**src/hrt_consts.svh**
```systemverilog
// constants of the hibernate rtc and tamper block
// Summary of operation
// setting tamper_clear clears the pending tamper event after three hibernate clock edges.
// a finished clear empties the log; events during clear are held, then logged.
// rouse_pin_present_flag shows the wake pin exists; the pin then wakes the device.
// wake on rtc match, low battery, external reset, gpio K[7:4] or tamper inputs.
// twenty_four_hour_select clear gives 12-hour form with am/pm, set gives 24-hour.
// in 12-hour mode the match also compares am/pm, one match per day.
// calendar time presents the current am/pm state as a readable bit.
// write_complete_flag rises once a control write lands, also the first after reset.
// software waits for write_complete_flag, else resets the module and rewrites; the bench fails the check and ends the run instead.
// software rewrites control when the flag is set but the value is wrong.
// the tamper log keeps four entries: first three events and the latest.
// system-side requests act on hibernate clock edges and report back completion.
`ifndef HRT_CONSTS_SVH
`define HRT_CONSTS_SVH
`define HRT_HIB_CLK_HZ        32768
`define HRT_TAMPER_CLR_EDGES  3
`define HRT_LOG_DEPTH         4
`define HRT_LOG_FIRST_KEPT    3
`define HRT_CTL_W             8
`define HRT_CTL_RESET         8'h00
`define HRT_EN_RTC            0
`define HRT_EN_LOWBAT         1
`define HRT_EN_PIN            2
`define HRT_EN_EXTRST         3
`define HRT_EN_GPIO           4
`define HRT_EN_TAMPER         5
`define HRT_HOURS_PER_DAY     24
`define HRT_HALF_DAY          12
`define HRT_MIN_PER_HOUR      60
`define HRT_SEC_PER_MIN       60
`endif

```
**src/hrt_pkg.sv**
```systemverilog
// types of the hibernate rtc and tamper block
package hrt_pkg;
  typedef enum logic [1:0] {
    HRT_CLR_IDLE  = 2'b00,
    HRT_CLR_BUSY  = 2'b01
  } hrt_clr_state_t;
  // log entry: tamper sources, hour (24h), minute, second
  typedef logic [20:0] hrt_log_entry_t;
endpackage : hrt_pkg

```
**src/hrt_core.sv**
```systemverilog
// hibernate domain: tamper clear and log, calendar match, wake sources, control handshake
`timescale 1ns/1ps
`include "hrt_consts.svh"
module hrt_core #(
  parameter int unsigned TICKS_PER_SEC = `HRT_HIB_CLK_HZ,
  parameter bit          ROUSE_PIN_FITTED = 1'b1
) (
  // clock and reset
  input  wire logic                 clk_sys,
  input  wire logic                 rst_b,
  // pins from the always-on side
  input  wire logic                 hib_clk_pin,
  input  wire logic [3:0]           tamper_inputs,
  input  wire logic                 rouse_pin,
  input  wire logic                 external_reset_pin,
  input  wire logic [7:4]           gpio_k,
  input  wire logic                 low_battery,
  // tamper control and log
  input  wire logic                 tamper_clear,
  input  wire logic [1:0]           tamper_log_sel,
  output logic                      tamper_pending,
  output logic                      tamper_clear_busy,
  output logic [2:0]                tamper_log_count,
  output hrt_pkg::hrt_log_entry_t   tamper_log_data,
  // power domain control and properties
  input  wire logic                 ctl_write,
  input  wire logic [7:0]           ctl_wdata,
  output logic [7:0]                power_domain_control_reg,
  output logic                      write_complete_flag,
  output logic                      rouse_pin_present_flag,
  // calendar
  input  wire logic                 twenty_four_hour_select,
  input  wire logic                 cal_load,
  input  wire logic [4:0]           cal_load_hour,
  input  wire logic [5:0]           cal_load_min,
  input  wire logic [5:0]           cal_load_sec,
  input  wire logic [4:0]           match_hour,
  input  wire logic [5:0]           match_min,
  input  wire logic [5:0]           match_sec,
  input  wire logic                 match_pm,
  output logic [4:0]                cal_hour,
  output logic [5:0]                cal_min,
  output logic [5:0]                cal_sec,
  output logic                      cal_pm,
  output logic                      cal_match,
  // wake
  input  wire logic                 hibernate_active,
  output logic                      wake_event,
  output logic [5:0]                wake_cause
);

  // hour in 12-hour form, 12 standing for midnight and noon
  function automatic logic [4:0] hrt_hour12(input logic [4:0] h24);
    logic [4:0] h;
    h = (h24 >= 5'(`HRT_HALF_DAY)) ? 5'(h24 - 5'(`HRT_HALF_DAY)) : h24;
    hrt_hour12 = (h == 5'h00) ? 5'(`HRT_HALF_DAY) : h;
  endfunction : hrt_hour12

  // two-flop synchronisers for every pin, third flop for edge detection
  logic [11:0] pin_s1_q;
  logic [11:0] pin_s2_q;
  logic [11:0] pin_s3_q;
  always_ff @(posedge clk_sys) begin
    if (!rst_b) begin
      pin_s1_q <= 12'h000;
      pin_s2_q <= 12'h000;
      pin_s3_q <= 12'h000;
    end else begin
      pin_s1_q <= {low_battery, gpio_k, external_reset_pin, rouse_pin, tamper_inputs, hib_clk_pin};
      pin_s2_q <= pin_s1_q;
      pin_s3_q <= pin_s2_q;
    end
  end

  logic       hib_tick;
  logic [3:0] tamper_rise;
  logic       pin_rise;
  logic       extrst_rise;
  logic       gpio_act;
  logic       lowbat_lvl;
  assign hib_tick    = pin_s2_q[0] & ~pin_s3_q[0]; // one pulse per hibernate clock rise
  assign tamper_rise = pin_s2_q[4:1] & ~pin_s3_q[4:1];
  assign pin_rise    = pin_s2_q[5] & ~pin_s3_q[5];
  assign extrst_rise = pin_s2_q[6] & ~pin_s3_q[6];
  assign gpio_act    = |(pin_s2_q[10:7] ^ pin_s3_q[10:7]); // any toggle on the port pins
  assign lowbat_lvl  = pin_s2_q[11];

  // tamper clear sequencer: request held until three hibernate edges have passed
  hrt_pkg::hrt_clr_state_t clr_state_q;
  logic [1:0]              clr_edges_q;
  logic                    clr_done;
  assign clr_done = (clr_state_q == hrt_pkg::HRT_CLR_BUSY) && hib_tick
                    && (clr_edges_q == 2'(`HRT_TAMPER_CLR_EDGES - 1));
  always_ff @(posedge clk_sys) begin
    if (!rst_b) begin
      clr_state_q <= hrt_pkg::HRT_CLR_IDLE;
      clr_edges_q <= 2'h0;
    end else begin
      case (clr_state_q)
        hrt_pkg::HRT_CLR_IDLE: begin
          clr_edges_q <= 2'h0;
          if (tamper_clear) begin
            clr_state_q <= hrt_pkg::HRT_CLR_BUSY;
          end
        end
        hrt_pkg::HRT_CLR_BUSY: begin
          if (clr_done) begin
            clr_state_q <= hrt_pkg::HRT_CLR_IDLE;
          end else if (hib_tick) begin
            clr_edges_q <= 2'(clr_edges_q + 2'h1);
          end
        end
        default: clr_state_q <= hrt_pkg::HRT_CLR_IDLE;
      endcase
    end
  end
  assign tamper_clear_busy = (clr_state_q == hrt_pkg::HRT_CLR_BUSY);

  // events during a clear, or landing with the request, are parked: done wipes the log
  logic [3:0] held_src_q;
  logic [3:0] evt_src;
  assign evt_src = held_src_q | tamper_rise;
  always_ff @(posedge clk_sys) begin
    if (!rst_b) begin
      held_src_q <= 4'h0;
    end else if (clr_done) begin
      held_src_q <= 4'h0;
    end else if (tamper_clear_busy || tamper_clear) begin
      held_src_q <= evt_src;
    end
  end

  // pending flag: an event in the finishing cycle survives the clear
  always_ff @(posedge clk_sys) begin
    if (!rst_b) begin
      tamper_pending <= 1'b0;
    end else if (clr_done) begin
      tamper_pending <= |evt_src;
    end else if (|tamper_rise) begin
      tamper_pending <= 1'b1;
    end
  end

  // calendar counters, kept in 24-hour form internally
  logic [31:0] sub_q;
  logic [4:0]  hour_q;
  logic [5:0]  min_q;
  logic [5:0]  sec_q;
  logic        sec_step;
  assign sec_step = hib_tick && (sub_q == TICKS_PER_SEC - 1);
  always_ff @(posedge clk_sys) begin
    if (!rst_b) begin
      sub_q  <= 32'h0000_0000;
      hour_q <= 5'h00;
      min_q  <= 6'h00;
      sec_q  <= 6'h00;
    end else if (cal_load) begin
      sub_q  <= 32'h0000_0000;
      hour_q <= cal_load_hour;
      min_q  <= cal_load_min;
      sec_q  <= cal_load_sec;
    end else if (hib_tick) begin
      sub_q <= sec_step ? 32'h0000_0000 : sub_q + 32'h0000_0001;
      if (sec_step) begin
        sec_q <= (sec_q == 6'(`HRT_SEC_PER_MIN - 1)) ? 6'h00 : 6'(sec_q + 6'h01);
        if (sec_q == 6'(`HRT_SEC_PER_MIN - 1)) begin
          min_q <= (min_q == 6'(`HRT_MIN_PER_HOUR - 1)) ? 6'h00 : 6'(min_q + 6'h01);
          if (min_q == 6'(`HRT_MIN_PER_HOUR - 1)) begin
            hour_q <= (hour_q == 5'(`HRT_HOURS_PER_DAY - 1)) ? 5'h00 : 5'(hour_q + 5'h01);
          end
        end
      end
    end
  end

  // presented time follows the hour mode
  logic now_pm;
  assign now_pm = (hour_q >= 5'(`HRT_HALF_DAY));
  always_ff @(posedge clk_sys) begin
    if (!rst_b) begin
      cal_hour <= 5'h00;
      cal_min  <= 6'h00;
      cal_sec  <= 6'h00;
      cal_pm   <= 1'b0;
    end else begin
      cal_hour <= twenty_four_hour_select ? hour_q : hrt_hour12(hour_q);
      cal_min  <= min_q;
      cal_sec  <= sec_q;
      cal_pm   <= now_pm;
    end
  end

  // match: am/pm qualifies the hour in 12-hour mode, so only one hit a day
  logic equal_now;
  logic equal_q;
  assign equal_now = (min_q == match_min) && (sec_q == match_sec)
                     && (twenty_four_hour_select ? (hour_q == match_hour)
                         : ((hrt_hour12(hour_q) == match_hour) && (now_pm == match_pm)));
  always_ff @(posedge clk_sys) begin
    if (!rst_b) begin
      equal_q   <= 1'b0;
      cal_match <= 1'b0;
    end else begin
      equal_q   <= equal_now;
      cal_match <= equal_now & ~equal_q; // one pulse on entering the match second
    end
  end

  // tamper log: first three entries stick, the last slot takes the latest
  hrt_pkg::hrt_log_entry_t log_q [`HRT_LOG_DEPTH];
  hrt_pkg::hrt_log_entry_t new_entry;
  logic [1:0]              wr_idx;
  assign new_entry = {evt_src, hour_q, min_q, sec_q};
  assign wr_idx = (tamper_log_count >= 3'(`HRT_LOG_FIRST_KEPT)) ? 2'h3 : tamper_log_count[1:0];
  always_ff @(posedge clk_sys) begin
    if (!rst_b) begin
      tamper_log_count <= 3'h0;
      for (int i = 0; i < `HRT_LOG_DEPTH; i++) begin
        log_q[i] <= 21'h000000;
      end
    end else if (clr_done) begin
      for (int i = 0; i < `HRT_LOG_DEPTH; i++) begin
        log_q[i] <= 21'h000000;
      end
      log_q[0]         <= (|evt_src) ? new_entry : 21'h000000;
      tamper_log_count <= (|evt_src) ? 3'h1 : 3'h0;
    end else if (!tamper_clear_busy && (|tamper_rise)) begin
      log_q[wr_idx] <= new_entry;
      if (tamper_log_count < 3'(`HRT_LOG_DEPTH)) begin
        tamper_log_count <= 3'(tamper_log_count + 3'h1);
      end
    end
  end
  always_ff @(posedge clk_sys) begin
    if (!rst_b) begin
      tamper_log_data <= 21'h000000;
    end else begin
      tamper_log_data <= log_q[tamper_log_sel];
    end
  end

  // control write handshake: data parked until the next hibernate edge
  logic       ctl_pend_q;
  logic [7:0] ctl_hold_q;
  always_ff @(posedge clk_sys) begin
    if (!rst_b) begin
      ctl_pend_q               <= 1'b0;
      ctl_hold_q               <= `HRT_CTL_RESET;
      power_domain_control_reg <= `HRT_CTL_RESET;
      write_complete_flag      <= 1'b0;
    end else if (ctl_write) begin
      ctl_pend_q          <= 1'b1;
      ctl_hold_q          <= ctl_wdata;
      write_complete_flag <= 1'b0;
    end else if (ctl_pend_q && hib_tick) begin
      ctl_pend_q               <= 1'b0;
      power_domain_control_reg <= ctl_hold_q;
      write_complete_flag      <= 1'b1;
    end
  end

  // strap-like property, caught by a clocked process
  always_ff @(posedge clk_sys) begin
    if (!rst_b) begin
      rouse_pin_present_flag <= 1'b0;
    end else begin
      rouse_pin_present_flag <= ROUSE_PIN_FITTED;
    end
  end

  // wake sources, each gated by its enable bit in the control register
  logic [5:0] cause_now;
  assign cause_now = {
    power_domain_control_reg[`HRT_EN_TAMPER] & (|tamper_rise),
    power_domain_control_reg[`HRT_EN_GPIO]   & gpio_act,
    power_domain_control_reg[`HRT_EN_EXTRST] & extrst_rise,
    power_domain_control_reg[`HRT_EN_PIN]    & pin_rise & rouse_pin_present_flag,
    power_domain_control_reg[`HRT_EN_LOWBAT] & lowbat_lvl,
    power_domain_control_reg[`HRT_EN_RTC]    & cal_match
  };
  always_ff @(posedge clk_sys) begin
    if (!rst_b) begin
      wake_event <= 1'b0;
      wake_cause <= 6'h00;
    end else begin
      wake_event <= hibernate_active && (|cause_now);
      if (hibernate_active && (|cause_now)) begin
        wake_cause <= cause_now;
      end
    end
  end

endmodule : hrt_core

```
**config.mk**
```make
export PLATFORM = sky130hd
export DESIGN_NAME = hrt_core
export DESIGN_NICKNAME = d
export VERILOG_FILES = /design/src/hrt_pkg.sv /design/src/hrt_core.sv
export VERILOG_INCLUDE_DIRS = /design/src
export SDC_FILE = /design/constraint.sdc
export NUM_CORES = 1
export LEC_CHECK = 0
export BUFFER_PORTS_ARGS = -buffer_cell sky130_fd_sc_hd__buf_2
export CORE_MARGIN = 3
export CORE_UTILIZATION = 35
export CTS_BUF_LIST = sky130_fd_sc_hd__clkbuf_4 sky130_fd_sc_hd__clkbuf_8 sky130_fd_sc_hd__clkbuf_16
export CTS_CLUSTER_SIZE = 12
export DETAILED_ROUTE_END_ITERATION = 12
export PLACE_DENSITY_LB_ADDON = 0.2
export SLEW_MARGIN = 20
export SYNTH_ARGS = -nofsm -noshare
export SYNTH_HDL_FRONTEND = slang
export SYNTH_SLANG_ARGS = --single-unit
```
**constraint.sdc**
```tcl
create_clock -name clk_sys -period 3.81 [get_ports clk_sys]
set_clock_uncertainty 0.2 [all_clocks]
set_input_delay 0.762 -clock clk_sys [delete_from_list [all_inputs] [get_ports clk_sys]]
set_output_delay 0.762 -clock clk_sys [all_outputs]
set_load 0.01 [all_outputs]
```
==> impl_metrics.env <==
export IMPL_wl_per_cell_um=16.9
export IMPL_pwr_share_comb_pct=7.2
export IMPL_layout_common_cells="162 x dfxtp_1, 125 x buf_2, 108 x nor2_1"
export IMPL_synth_top_area_share_pct=32.0
export IMPL_setup_violations_final=0
export IMPL_largest_reg_flops=84
export IMPL_cts_tree="done"
export IMPL_via_per_inst=4.87
export IMPL_area_growth_pct=19.1
export IMPL_synth_fp_nets=1012
export IMPL_gp_congestion=0.759
export IMPL_rsz0062_at_grt="no"
export IMPL_cts_setup_buffers=0
export IMPL_core_um2=28200
export IMPL_largest_registers="log_q: 84 flops, sub_q: 32 flops, tamper_log_data: 21 flops"
export IMPL_rows=61
export IMPL_synth_top_family_by_area="simple AND/OR/NAND/NOR gates"
export IMPL_grt_busiest_layer="met2"
export IMPL_fp_dieW_um=176
export IMPL_clk_path_buf_depth=3
export IMPL_utilization_pct=42.9
export IMPL_top_register="log_q"
export IMPL_syn_avg_cell_area_um2=10.8
export IMPL_hold_viol_final=0
export IMPL_drv_slew=0
export IMPL_intPower_uw=4560
export IMPL_crit_path_end_kind="register"
export IMPL_cp_slowest_cell="or4_1"
export IMPL_maxCapViolations=0
export IMPL_die_area_um2=31100
export IMPL_ctsResizeCount=0
export IMPL_relSlewSlack_pct=41.4
export IMPL_grt_max_degree=65
export IMPL_hpwl_um=16600
export IMPL_antenna_found_initial=0
export IMPL_synthCells=938
export IMPL_synth_main_ff_cell="dfxtp_1"
export IMPL_drt_pass1_iter_count=5
export IMPL_cp_arrival_ns=3.28
export IMPL_clkSinkCount=246
export IMPL_clkPwrFrac_pct=43.8
export IMPL_grtUsageMet3_pct=2.99
export IMPL_synth_edff_count=84
export IMPL_worstPathRequired_ns=4.05
export IMPL_switching_share_pct=22.5
export IMPL_ys_warn_count=0
export IMPL_grtUsageMet2_pct=26.9
export IMPL_cp_start_kind="register"
export IMPL_critical_path_max_stage_delay_ns=0.61
export IMPL_drt_iter0_drc=330
export IMPL_cts_root_buf="clkbuf_16"
export IMPL_synth_xor_area_share_pct=4.66
export IMPL_yosys_top_cells_area="dfxtp_1 32%, edfxtp_1 25%, and2_1 6.5%"
export IMPL_synth_area_mux_share_pct=5.85
export IMPL_fmax_mhz=328
export IMPL_numCtsBuffers=27
export IMPL_final_common_cell="dfxtp_1"
export IMPL_start_util_pct=36.0
export IMPL_finalNetCount=1129
export IMPL_n_antenna_cell=0
export IMPL_h_tree_depth=1
export IMPL_drc=0
export IMPL_drive_gt1_share_pct=21.9
export IMPL_cts_hold_buf=0
export IMPL_yosys_area_share_simple_pct=22.2
export IMPL_synth_adder_area_share_pct=1.23
export IMPL_port_buffers=125
export IMPL_synth_compound_area_share_pct=6.57
export IMPL_wl_um=24500
export IMPL_grt_remaining_overflow=0
export IMPL_grt_pass1_vias=7127
export IMPL_worstSkewPairLatency_ns=0.53
export IMPL_r2r_cells=7
export IMPL_clkTransAtPathRegs_ns=0.06
export IMPL_path_class="reg2reg"
export IMPL_use_met1_pct=20.8
export IMPL_pwr_density_cell_nw_per_um2=487
export IMPL_synth_cell_types=66
export IMPL_grt_pass1_wl_um=39000
export IMPL_synth_async_reset_ratio_pct=0
export IMPL_crit_fanout=9
export IMPL_worst_slew_pin_slew_ns=0.867
export IMPL_final_setup_tns_ns=0
export IMPL_hold_path_depth=1
export IMPL_final_antenna_net_count=0
export IMPL_yosys_register_bits=246
export IMPL_syn_area_um2=10100
export IMPL_grt_usage_pct=15.8
export IMPL_die_h_um=176
export IMPL_yosys_area_top_type="dfxtp_1"
export IMPL_p_seq_share_pct=48.9
export IMPL_vias=7083
export IMPL_run_status="finished clean"
export IMPL_p_switching_uw=1330
export IMPL_io_pins=126
export IMPL_yosysSeqAreaShare_pct=56.8
export IMPL_p_leak_uw=0.00489
export IMPL_crit_chain="ha_1, nand4b_1, or4_1, or3_1, nor3_4, a221oi_2, a311oi_2"
export IMPL_ir_drop_v=0.000303
export IMPL_finalCritPeriodShare_pct=80.0
export IMPL_finalCriticalPeriod_ns=3.05
export IMPL_hold_path_class="reg2reg"
==> stage by stage <==
stage | std cells | hold WS (ns) | total power, µW | area (µm²) | worst slack [ns]
4_1_cts | 1454 | 0.197 | 5970 | 12100 | 0.777
6_report | 1454 | 0.200 | 5890 | 12100 | 0.764
3_5_place_dp | 1404 | 0.183 | 3370 | 11200 | 0.795
5_1_grt | 1454 | 0.214 | 6130 | 12100 | 0.561
3_3_place_gp | 1404 | 0.186 | 3370 | 11200 | 0.872
2_1_floorplan | 938 | 0.176 | 3190 | 10100 | 0.498
==> synth_stat cells, types with 3 or more instances <==
| library cell | instances |
|---|---|
| a31oi_1 | 7 |
| or3_1 | 8 |
| nand3b_1 | 3 |
| or4_1 | 3 |
| nand3_1 | 20 |
| xor2_1 | 41 |
| and2_1 | 106 |
| or2_2 | 7 |
| buf_1 | 3 |
| nand4_1 | 14 |
| nor4_1 | 11 |
| xnor2_1 | 13 |
| inv_1 | 10 |
| a211oi_1 | 4 |
| o21ai_0 | 14 |
| mux4_2 | 21 |
| clkbuf_1 | 49 |
| nand4b_1 | 4 |
| a22oi_1 | 5 |
| dfxtp_1 | 162 |
| edfxtp_1 | 84 |
| nor2_1 | 108 |
| o22ai_1 | 4 |
| buf_2 | 4 |
| nand2_1 | 65 |
| and3_1 | 33 |
| a21oi_1 | 37 |
| a32oi_1 | 3 |
| mux2i_1 | 12 |
| a221oi_1 | 3 |
| ha_1 | 10 |
| nor3_1 | 12 |
| nor2b_1 | 13 |
==> power by group through the flow <==
| stage | logic, µW | clock network [µW] | registers [µW] |
|---|---|---|---|
| floorplan | 268 | 0 | 2920 |
| CTS | 434 | 2660 | 2880 |
| finish | 426 | 2580 | 2880 |
| global route | 474 | 2760 | 2890 |
| global placement | 431 | 0 | 2940 |
| detailed placement | 432 | 0 | 2940 |
==> area by class of cell <==
class	instances	area (µm²)
fill	2750	16100
sequential	246	5770
multi-input combinational	623	4120
clock buffer	42	832
timing repair buffer	145	776
tap	378	473
clock inverter	8	67.6
inverter	12	45.0
==> per-layer routing <==
layer  part of all wire (%)  wire [µm]  vias to the layer above
li1                       -          -                     3527
met1                     44      10900                     3372
met2                     48      11800                      152
met3                    5.1       1260                       32
met4                    2.3        573                        0
met5                      0          0                        -
==> kinds of logic (layout without fill, tap and decap cells) <==
logic type      count (synthesis)  count (layout)
buf+inv                        69             207
mux                            33              33
flops                         246             246
simple gates                  424             424
xor+xnor                       54              54
fa+ha+maj                      10              10
compound gates                102             102
==> worst paths after layout <==
| kind | startpoint | endpoint | slack [ns] |
|---|---|---|---|
| hold / removal | equal_q | cal_match | 0.20 |
| setup / recovery | sub_q[0] | hour_q[2] | 0.76 |
| setup reg to reg | sub_q[0] | hour_q[2] | 0.76 |
| hold reg to reg | equal_q | cal_match | 0.20 |
==> worst max-delay path, delay by kind of cell, from the launching register on <==
kind | cells | cell delay [ns]
adders and majority gates | 1 | 0.22
DFF | 1 | 0.39
AOI/OAI and AO/OA | 2 | 0.36
and+or+nand+nor | 4 | 1.79
Power figures use the tool's default switching activity.
